===== config.mk =====
export PLATFORM = sky130hd
export DESIGN_NAME = lptc_timing
export DESIGN_NICKNAME = d
export VERILOG_FILES = /design/src/design/lptc_pkg.sv /design/src/design/lptc_frame_hold.sv /design/src/design/lptc_timing.sv
export SDC_FILE = /design/constraint.sdc
export NUM_CORES = 1
export LEC_CHECK = 0
export BUFFER_PORTS_ARGS = -buffer_cell sky130_fd_sc_hd__clkbuf_2
export CORE_UTILIZATION = 41
export DETAILED_ROUTE_END_ITERATION = 16
export PLACE_DENSITY = 0.63
export SYNTH_ARGS = -nofsm -noshare
export SYNTH_HDL_FRONTEND = slang
export SYNTH_SLANG_ARGS = --single-unit

===== constraint.sdc =====
create_clock -name i_clock -period 2.9 [get_ports i_clock]
set_input_delay 0.435 -clock i_clock [delete_from_list [all_inputs] [get_ports i_clock]]
set_output_delay 0.435 -clock i_clock [all_outputs]
set_load 0.03 [all_outputs]

===== src/design/lptc_pkg.sv =====
// constants for the panel configuration and horizontal timing block
package lptc_pkg;
    localparam int ADDR_W = 8;
    localparam int DATA_W = 8;
    localparam logic [7:0] OFF_PANEL_TYPE = 8'h30;
    localparam logic [7:0] OFF_AC_BIAS = 8'h31;
    localparam logic [7:0] OFF_HDISP = 8'h32;
    localparam logic [7:0] OFF_HBLANK = 8'h34;
    localparam logic [7:0] OFF_LP_START = 8'h35;
    localparam logic [7:0] OFF_LP_WIDTH = 8'h36;
    localparam logic [7:0] OFF_CTRL = 8'h3e;
    localparam logic [7:0] OFF_STATUS = 8'h3f;
    localparam logic [7:0] RST_BYTE = 8'h00;
    localparam logic [7:0] MASK_PANEL_TYPE = 8'hbf;
    localparam logic [7:0] MASK_AC_BIAS = 8'h3f;
    localparam logic [7:0] MASK_HDISP = 8'h7f;
    localparam logic [7:0] MASK_HBLANK = 8'h1f;
    localparam logic [7:0] MASK_LP_START = 8'h1f;
    localparam logic [7:0] MASK_LP_WIDTH = 8'h8f;
    localparam logic [7:0] MASK_CTRL = 8'h01;
    localparam int BIT_EL_EN = 7;
    localparam int BIT_FORMAT = 3;
    localparam int BIT_COLOUR = 2;
    localparam int BIT_DUAL = 1;
    localparam int BIT_ACTIVE = 0;
    localparam int BIT_LP_POL = 7;
    localparam int BIT_BPP_HI = 0;
    localparam logic [1:0] WIDTH_NARROW = 2'h0;
    localparam logic [1:0] WIDTH_MID = 2'h1;
    localparam logic [1:0] WIDTH_WIDE = 2'h2;
    localparam logic [1:0] WIDTH_RSVD = 2'h3;
    localparam int PIX_PER_UNIT = 8;
    localparam logic [2:0] PIX_UNIT_MAX = 3'h7;
    localparam logic [2:0] LP_FINE_LOW_BPP = 3'h4;
    localparam logic [2:0] LP_FINE_HIGH_BPP = 3'h6;
    localparam int EL_FRAMES = 262143;
    localparam int EL_CNT_W = 18;
    typedef enum logic [1:0] {LPTC_ACTIVE, LPTC_BLANK} lptc_phase_e;
endpackage : lptc_pkg


===== src/design/lptc_frame_hold.sv =====
// frame counter that freezes the modulation pattern for one frame
`timescale 1ns/10ps
module lptc_frame_hold #(
    parameter int unsigned FRAMES = lptc_pkg::EL_FRAMES
) (
    input wire logic i_clock,
    input wire logic i_rst_n,
    input wire logic i_enable,
    input wire logic i_frame_pulse,
    output logic o_hold
);
    logic [lptc_pkg::EL_CNT_W-1:0] count_r;
    logic hold_r;
    wire at_end = (count_r == lptc_pkg::EL_CNT_W'(FRAMES - 1));

    // counts frames; after FRAMES frames the next frame is held
    always_ff @(posedge i_clock or negedge i_rst_n)
    begin
        if (!i_rst_n)
        begin
            count_r <= '0;
            hold_r <= 1'b0;
        end
        else if (!i_enable)
        begin
            count_r <= '0;
            hold_r <= 1'b0;
        end
        else if (i_frame_pulse)
        begin
            hold_r <= at_end;
            // held frame not counted, so FRAMES plain frames lie between holds
            count_r <= (at_end || hold_r) ? '0 : count_r + 1'b1;
        end
    end

    assign o_hold = hold_r;

    a_hold_needs_enable: assert property (@(posedge i_clock) disable iff (!i_rst_n)
        o_hold |-> $past(i_enable))
        else $error("hold seen while electroluminescent support disabled");
endmodule : lptc_frame_hold


===== src/design/lptc_timing.sv =====
// panel configuration registers and horizontal line timing
// What this block does
// - with electroluminescent support set, modulation freezes one frame after every 262143 frames
// - two-bit width field picks data bus width; code 11 reserved
// - format bit picks second 8-bit single colour passive arrangement
// - colour bit set means colour panel, clear means monochrome
// - scan bit set means dual scan, clear means single scan
// - technology bit set means active matrix, clear means passive
// - passive, nonzero rate: ac-bias toggles after that many line pulses
// - rate zero: ac-bias toggles on every frame pulse
// - active width in pixels is (value plus one) times eight
// - non-display period is (value plus one) times eight pixels
// - active panels delay line pulse from blank start by start value
// - start delay is value times eight plus 4 or plus 6 pixels
// - polarity bit set: active high on active, low on passive; clear inverts
// - active line-pulse width is (value plus one) times eight pixels
`timescale 1ns/10ps
module lptc_timing #(
    parameter int unsigned EL_FRAMES = lptc_pkg::EL_FRAMES
) (
    input wire logic i_clock,
    input wire logic i_reset_n,
    input wire logic [7:0] i_addr,
    input wire logic [7:0] i_wdata,
    input wire logic i_write,
    input wire logic i_read,
    input wire logic i_frame_pulse,
    output logic [7:0] o_rdata,
    output logic o_line_pulse,
    output logic o_ac_bias_toggle,
    output logic o_display_active,
    output logic o_frm_hold,
    output logic [4:0] o_bus_width,
    output logic o_colour,
    output logic o_dual_scan,
    output logic o_active_panel,
    output logic o_format2
);
    logic rst_s1_r;
    logic rst_n_r;
    always_ff @(posedge i_clock or negedge i_reset_n)
    begin
        if (!i_reset_n)
        begin
            rst_s1_r <= 1'b0;
            rst_n_r <= 1'b0;
        end
        else
        begin
            rst_s1_r <= 1'b1;
            rst_n_r <= rst_s1_r;
        end
    end

    // frame pulse is an external pin
    logic fp_s1_r;
    logic fp_s2_r;
    logic fp_d_r;
    always_ff @(posedge i_clock or negedge rst_n_r)
    begin
        if (!rst_n_r)
        begin
            fp_s1_r <= 1'b0;
            fp_s2_r <= 1'b0;
            fp_d_r <= 1'b0;
        end
        else
        begin
            fp_s1_r <= i_frame_pulse;
            fp_s2_r <= fp_s1_r;
            fp_d_r <= fp_s2_r;
        end
    end
    wire frame_evt = fp_s2_r && !fp_d_r;

    logic [7:0] panel_type_r;
    logic [7:0] ac_bias_rate_r;
    logic [7:0] hdisp_r;
    logic [7:0] hblank_r;
    logic [7:0] lp_start_r;
    logic [7:0] lp_width_r;
    logic [7:0] ctrl_r;

    wire wr_panel = i_write && (i_addr == lptc_pkg::OFF_PANEL_TYPE);
    wire wr_bias = i_write && (i_addr == lptc_pkg::OFF_AC_BIAS);
    wire wr_hdisp = i_write && (i_addr == lptc_pkg::OFF_HDISP);
    wire wr_hblank = i_write && (i_addr == lptc_pkg::OFF_HBLANK);
    wire wr_start = i_write && (i_addr == lptc_pkg::OFF_LP_START);
    wire wr_width = i_write && (i_addr == lptc_pkg::OFF_LP_WIDTH);
    wire wr_ctrl = i_write && (i_addr == lptc_pkg::OFF_CTRL);

    always_ff @(posedge i_clock or negedge rst_n_r)
    begin
        if (!rst_n_r)
        begin
            panel_type_r <= lptc_pkg::RST_BYTE;
            ac_bias_rate_r <= lptc_pkg::RST_BYTE;
            hdisp_r <= lptc_pkg::RST_BYTE;
            hblank_r <= lptc_pkg::RST_BYTE;
            lp_start_r <= lptc_pkg::RST_BYTE;
            lp_width_r <= lptc_pkg::RST_BYTE;
            ctrl_r <= lptc_pkg::RST_BYTE;
        end
        else
        begin
            if (wr_panel) panel_type_r <= i_wdata & lptc_pkg::MASK_PANEL_TYPE;
            if (wr_bias) ac_bias_rate_r <= i_wdata & lptc_pkg::MASK_AC_BIAS;
            if (wr_hdisp) hdisp_r <= i_wdata & lptc_pkg::MASK_HDISP;
            if (wr_hblank) hblank_r <= i_wdata & lptc_pkg::MASK_HBLANK;
            if (wr_start) lp_start_r <= i_wdata & lptc_pkg::MASK_LP_START;
            if (wr_width) lp_width_r <= i_wdata & lptc_pkg::MASK_LP_WIDTH;
            if (wr_ctrl) ctrl_r <= i_wdata & lptc_pkg::MASK_CTRL;
        end
    end

    wire el_en = panel_type_r[lptc_pkg::BIT_EL_EN];
    wire active_panel = panel_type_r[lptc_pkg::BIT_ACTIVE];
    wire dual_scan = panel_type_r[lptc_pkg::BIT_DUAL];
    wire colour = panel_type_r[lptc_pkg::BIT_COLOUR];
    wire [1:0] width_code = panel_type_r[5:4];
    wire lp_pol = lp_width_r[lptc_pkg::BIT_LP_POL];
    wire bpp_high = ctrl_r[lptc_pkg::BIT_BPP_HI];

    // only an 8-bit single colour passive panel honours the format bit
    wire format2 = panel_type_r[lptc_pkg::BIT_FORMAT] && colour && !dual_scan
        && !active_panel && (width_code == lptc_pkg::WIDTH_MID);

    // reserved code drives a zero width rather than guess a bus
    logic [4:0] bus_width;
    always_comb
    begin
        unique case (width_code)
            lptc_pkg::WIDTH_NARROW: bus_width = active_panel ? 5'h09 : 5'h04;
            lptc_pkg::WIDTH_MID: bus_width = active_panel ? 5'h0c : 5'h08;
            lptc_pkg::WIDTH_WIDE: bus_width = active_panel ? 5'h12 : 5'h10;
            lptc_pkg::WIDTH_RSVD: bus_width = 5'h00;
        endcase
    end

    // horizontal counter: sub counts pixels in a unit, unit counts 8-pixel units
    lptc_pkg::lptc_phase_e phase_r;
    logic [2:0] sub_r;
    logic [6:0] unit_r;
    wire unit_end = (sub_r == lptc_pkg::PIX_UNIT_MAX);
    wire disp_end = unit_end && (phase_r == lptc_pkg::LPTC_ACTIVE)
        && (unit_r == hdisp_r[6:0]);
    wire blank_end = unit_end && (phase_r == lptc_pkg::LPTC_BLANK)
        && (unit_r == {2'h0, hblank_r[4:0]});

    always_ff @(posedge i_clock or negedge rst_n_r)
    begin
        if (!rst_n_r)
        begin
            phase_r <= lptc_pkg::LPTC_ACTIVE;
            sub_r <= 3'h0;
            unit_r <= 7'h00;
        end
        else
        begin
            sub_r <= sub_r + 3'h1;
            if (disp_end)
            begin
                phase_r <= lptc_pkg::LPTC_BLANK;
                unit_r <= 7'h00;
            end
            else if (blank_end)
            begin
                phase_r <= lptc_pkg::LPTC_ACTIVE;
                unit_r <= 7'h00;
            end
            else if (unit_end)
                unit_r <= unit_r + 7'h01;
        end
    end

    // pixel position inside the blank period
    wire in_blank = (phase_r == lptc_pkg::LPTC_BLANK);
    wire [9:0] blank_pix = {unit_r, sub_r};
    wire [2:0] fine = bpp_high ? lptc_pkg::LP_FINE_HIGH_BPP : lptc_pkg::LP_FINE_LOW_BPP;
    wire [9:0] lp_begin = {2'h0, lp_start_r[4:0], fine};
    wire [9:0] lp_len = {3'h0, lp_width_r[3:0] + 4'h0, 3'h0} + 10'(lptc_pkg::PIX_PER_UNIT);
    // active panels: windowed pulse; passive: one unit at blank start
    wire lp_active_win = in_blank && (blank_pix >= lp_begin)
        && (blank_pix < lp_begin + lp_len);
    wire lp_passive_win = in_blank && (unit_r == 7'h00);
    wire lp_assert = active_panel ? lp_active_win : lp_passive_win;
    // set bit: high on active, low on passive; clear inverts both
    wire lp_level = lp_assert ^ (lp_pol ^ active_panel);
    wire line_evt = disp_end;

    // ac-bias toggle timing
    logic [5:0] bias_cnt_r;
    logic bias_r;
    wire bias_zero = (ac_bias_rate_r[5:0] == 6'h00);
    wire bias_hit = line_evt && (bias_cnt_r + 6'h01 >= ac_bias_rate_r[5:0]);
    wire bias_toggle = bias_zero ? frame_evt : (!active_panel && bias_hit);

    always_ff @(posedge i_clock or negedge rst_n_r)
    begin
        if (!rst_n_r)
        begin
            bias_cnt_r <= 6'h00;
            bias_r <= 1'b0;
        end
        else
        begin
            if (bias_zero || bias_hit)
                bias_cnt_r <= 6'h00;
            else if (line_evt)
                bias_cnt_r <= bias_cnt_r + 6'h01;
            if (bias_toggle)
                bias_r <= ~bias_r;
        end
    end

    logic frm_hold;
    lptc_frame_hold #(
        .FRAMES(EL_FRAMES)
    ) u_hold (
        .i_clock(i_clock),
        .i_rst_n(rst_n_r),
        .i_enable(el_en),
        .i_frame_pulse(frame_evt),
        .o_hold(frm_hold)
    );

    // read mux; unmapped offsets answer zero
    logic [7:0] rd_mux;
    always_comb
    begin
        unique case (i_addr)
            lptc_pkg::OFF_PANEL_TYPE: rd_mux = panel_type_r;
            lptc_pkg::OFF_AC_BIAS: rd_mux = ac_bias_rate_r;
            lptc_pkg::OFF_HDISP: rd_mux = hdisp_r;
            lptc_pkg::OFF_HBLANK: rd_mux = hblank_r;
            lptc_pkg::OFF_LP_START: rd_mux = lp_start_r;
            lptc_pkg::OFF_LP_WIDTH: rd_mux = lp_width_r;
            lptc_pkg::OFF_CTRL: rd_mux = ctrl_r;
            lptc_pkg::OFF_STATUS: rd_mux = {5'h00, frm_hold, bias_r, in_blank};
            default: rd_mux = 8'h00;
        endcase
    end

    always_ff @(posedge i_clock or negedge rst_n_r)
    begin
        if (!rst_n_r)
        begin
            o_rdata <= 8'h00;
            o_line_pulse <= 1'b0;
            o_ac_bias_toggle <= 1'b0;
            o_display_active <= 1'b0;
            o_frm_hold <= 1'b0;
            o_bus_width <= 5'h00;
            o_colour <= 1'b0;
            o_dual_scan <= 1'b0;
            o_active_panel <= 1'b0;
            o_format2 <= 1'b0;
        end
        else
        begin
            o_rdata <= i_read ? rd_mux : 8'h00;
            o_line_pulse <= lp_level;
            o_ac_bias_toggle <= bias_r;
            o_display_active <= !in_blank;
            o_frm_hold <= frm_hold;
            o_bus_width <= bus_width;
            o_colour <= colour;
            o_dual_scan <= dual_scan;
            o_active_panel <= active_panel;
            o_format2 <= format2;
        end
    end

    // clocks spent in the current phase, kept apart from the unit counter
    logic [9:0] phase_pix_r;
    always_ff @(posedge i_clock or negedge rst_n_r)
    begin
        if (!rst_n_r)
            phase_pix_r <= 10'h000;
        else if (disp_end || blank_end)
            phase_pix_r <= 10'h000;
        else
            phase_pix_r <= phase_pix_r + 10'h001;
    end

    a_lp_polarity: assert property (@(posedge i_clock) disable iff (!rst_n_r)
        !lp_assert |=> (o_line_pulse == ($past(lp_pol) ^ $past(active_panel))))
        else $error("idle line pulse level wrong");
    a_display_len: assert property (@(posedge i_clock) disable iff (!rst_n_r)
        disp_end |-> (phase_pix_r == {hdisp_r[6:0], 3'h7}))
        else $error("display period length wrong");
    a_blank_len: assert property (@(posedge i_clock) disable iff (!rst_n_r)
        blank_end |-> (phase_pix_r == {2'h0, hblank_r[4:0], 3'h7}))
        else $error("blank period length wrong");
    a_unit_step: assert property (@(posedge i_clock) disable iff (!rst_n_r)
        (unit_r != $past(unit_r)) |-> $past(sub_r) == lptc_pkg::PIX_UNIT_MAX)
        else $error("unit advanced mid unit");
    a_bias_frame: assert property (@(posedge i_clock) disable iff (!rst_n_r)
        (bias_zero && frame_evt) |=> bias_r != $past(bias_r))
        else $error("no toggle on frame with rate zero");
    a_bias_lines: assert property (@(posedge i_clock) disable iff (!rst_n_r)
        (!bias_zero && !line_evt && !frame_evt) |=> bias_r == $past(bias_r))
        else $error("ac-bias toggled without a line pulse");
    // a window moved by a register write mid-blank may open anywhere
    a_lp_start: assert property (@(posedge i_clock) disable iff (!rst_n_r)
        (active_panel && lp_active_win && !$past(lp_active_win) && $past(in_blank)
            && $stable(lp_begin) && $stable(lp_len)) |-> blank_pix == lp_begin)
        else $error("line pulse started off position");
    a_bus_width: assert property (@(posedge i_clock) disable iff (!rst_n_r)
        (width_code == lptc_pkg::WIDTH_RSVD) |=> o_bus_width == 5'h00)
        else $error("reserved width code not zero");
    a_format_gate: assert property (@(posedge i_clock) disable iff (!rst_n_r)
        active_panel |=> !o_format2)
        else $error("format2 on an active panel");

    c_line_done: cover property (@(posedge i_clock) disable iff (!rst_n_r) blank_end);
    c_bias_line: cover property (@(posedge i_clock) disable iff (!rst_n_r)
        bias_toggle && !bias_zero);
    c_bias_frame: cover property (@(posedge i_clock) disable iff (!rst_n_r)
        bias_toggle && bias_zero);
    c_active_lp: cover property (@(posedge i_clock) disable iff (!rst_n_r)
        active_panel && lp_active_win);
endmodule : lptc_timing


==> flow_summary.yaml <==
status:
  status: "completed"
synth:
  synth_area_leader_cell: "dfrtp_1"
  async_flop_share_pct: 100
  synth_top_area_share_pct: 46.9
  syn-num-nets: 544
  synth_top_flop_cell: "dfrtp_1"
  syn-cell-area_sq_mm: 0.00528
  synthCells: 489
  yosysMostFrequentCell: "dfrtp_1"
  synth_area_leaders: "dfrtp_1, ha_1, mux2_1"
  yosys_warnings: 0
  yosys-top-cells-count: "dfrtp_1, nand2_1, ha_1, nor2_1"
  synth_seq_cells: 99
  synth.distinct_cells: 71
  synth_edf_count: 0
  syn_avg_cell_area_sq_um: 10.8
  synth_seq_area_share_pct: 46.9
clocking:
  htree_levels: 3
  cts.sinks: 99
  cts_tree: "done"
  postCtsSetupBuffers: 0
  clockRootBuffer: "clkbuf_16"
  clk_latency_ps: 350
  ctsLongestPathBuffers: 2
  numCtsBuffers: 9
  clk_pin_slew_worst_paths_ps: 70
placement:
  routabilityCongestion: 0.902
  io_buffers: 41
  dp_slack_ps: -165
  hpwlAfterDp_mm: 9.09
run:
  drv_cap: 0
setup_path:
  worst_setup_path_start_kind: "flip-flop"
  critPathKind: "flip-flop to flip-flop"
  crit_required_ps: 3180
  crit_fanout: 2
  reg2reg_slack_ps: 140
  cp-end-kind: "flip-flop"
  r2r_cells: 10
  rr_endpoint: "o_line_pulse"
  arrival_ps: 3040
  timing.rr.start: "lp_start_r[1]"
global_routing:
  grt_pass1_vias: 3793
  grt_max_degree: 46
  grt_first_pass_wirelength_mm: 20.2
  grt_antenna_before_repair: 0
  grt_overflow: 0
  grtUsageTotal_pct: 20.2
final_layout:
  syn2layout_area_growth_pct: 14.2
  final_net_count: 587
  diodes: 0
  drive_gt1_share_pct: 17.3
  fillers: 1157
  fin_util_pct: 48.0
power_and_ir_drop:
  p_sw_mw: 1.01
  internal_power_mw: 2.44
  p_per_area_mw_per_mm2: 573
  power.share.switching_pct: 29.3
  ir_drop_uv: 280
  clockPowerShare_pct: 36.8
  seqPwrFrac_pct: 46.6
  combPwrFrac_pct: 16.5
  p_leak_nw: 2.90
timing:
  fmaxAchievable_mhz: 362
  worst_slew_pin_slew_ps: 661
  fin_ws_ps: 138
  finalHoldViolCount: 0
  relSlewSlack_pct: 55.5
  setup_violations: 0
  fin_skew_ps: 6.37
  hold_slack_ps: 199
  final.period_utilization_pct: 95.2
  report.final.slew_viol_count: 0
  period_minus_slack_ps: 2760
drt:
  drt-pass1-iter-count: 5
  num_vias: 3816
  ant_nets: 0
  wl_per_cell_um: 17.3
  viasPerCell: 5.38
  drtIter0Drc: 215
  drc: 0
  drt-total-wl_mm: 12.3
floorplan:
  start_util_pct: 42.0
  dieArea_sq_mm: 0.0133
  fp.dieW_um: 116
  die_h_um: 116
  num_io_pins: 42
  coreArea_sq_mm: 0.0126
  row_count: 41
min_path:
  min_path_cells: 1
  hold_class: "primary input to flip-flop"
  min_to: "fp_s1_r"
  worstHoldStart: "i_frame_pulse"
-- registers in the layout, indices dropped and copies added (netlist names), 3 cells and up --
name,flops
ac_bias_rate_r,6
bias_cnt_r,6
hblank_r,5
hdisp_r,7
lp_start_r,5
lp_width_r,5
o_bus_width,5
o_rdata,8
panel_type_r,7
sub_r,3
u_hold.count_r,18
unit_r,7
-- repair_timing --
action                                 in CTS  in global routing
gates resized for setup                     2                  3
gates cloned                                0                  0
endpoints found under the hold margin       2                  0
hold buffers                                1                  0
pin swaps                                   1                  3
setup endpoints to repair                   1                  1
-- per-layer routing --
metal  up-vias  part of all wire, %  GRT usage, %
li1       1831                    -             -
met1      1894                   47          26.7
met2        78                   48          33.7
met3        13                  3.5          4.24
met4         0                  1.2          5.19
met5         -                    0             0
-- cells by family after synthesis --
kind of cell / Yosys count / synth area share, %
and+or+nand+nor: 157 / 17.2
xor gates and xnor gates: 36 / 5.97
buffers and inverters: 46 / 3.60
other: 1 / 0.0710
muxes: 36 / 7.53
DFF: 99 / 46.9
adders and majority gates: 34 / 8.20
AOI/OAI and AO/OA: 80 / 10.5
-- through the flow --
step / cell area (sq um) / TNS (ps) / std cells / power, mW
floorplan: 5280 / 0 / 489 / 2.01
global placement: 5690 / -9.12 / 692 / 2.17
detailed placement: 5690 / -165 / 692 / 2.19
CTS: 6020 / 0 / 709 / 3.48
global route: 6030 / -18.2 / 709 / 3.64
finish: 6030 / 0 / 709 / 3.46
-- area by class of cell --
| class | instances | area [sq um] | share of cell area, % |
|---|---|---|---|
| clock inverter | 5 | 65.1 | 1.08 |
| clock buffer | 11 | 253 | 4.19 |
| inverter | 27 | 101 | 1.68 |
| timing repair buffer | 51 | 283 | 4.69 |
| tap | 172 | 215 | 3.57 |
| multi-input combinational | 344 | 2640 | 43.7 |
| sequential | 99 | 2480 | 41.1 |
-- worst max-delay path by stage --
| stage | start | end | slack [ps] | depth (start not counted) |
|---|---|---|---|---|
| 5_1_grt | lp_width_r[1] | o_line_pulse | -20 | 10 |
| 3_3_place_gp | lp_start_r[1] | o_line_pulse | -9 | 10 |
| 3_5_place_dp | lp_start_r[1] | o_line_pulse | -170 | 10 |
| 2_1_floorplan | lp_start_r[1] | o_line_pulse | 60 | 10 |
| 4_1_cts | lp_start_r[1] | o_line_pulse | 1 | 10 |
| 6_report | lp_start_r[1] | o_line_pulse | 140 | 10 |
-- cells in the final DEF (no fill, tap or decap), types with 8 or more instances in the layout --
cell type	netlist	layout
ha_1	33	33
clkbuf_2	0	41
nand2_1	40	40
clkbuf_16	0	9
a21oi_1	11	11
o21ai_0	13	12
nor2_1	27	27
xor2_1	26	26
mux2_1	24	24
inv_1	26	26
buf_4	2	9
and3_1	13	13
dfrtp_1	99	98
o21ai_1	7	8
xnor2_1	10	10
nand4_1	8	8
nand3_1	21	21
-- power groups by stage --
stage	clock, mW	combinational, mW	sequential [mW]
after global placement	0	0.529	1.64
after global routing	1.37	0.645	1.62
after CTS	1.31	0.565	1.61
final	1.27	0.571	1.61
after detailed placement	0	0.555	1.64
after floorplan	0	0.405	1.60
-- critical path: stages (launching register included) --
cell and delay [ps]:
dfrtp_1 380, ha_1 290, ha_1 240, fa_2 360, a21o_1 170, a21oi_1 140
ha_1 280, a2111oi_4 320, o21ai_1 110, a32oi_1 250, xnor2_1 140
Power figures use the tool's default switching activity.
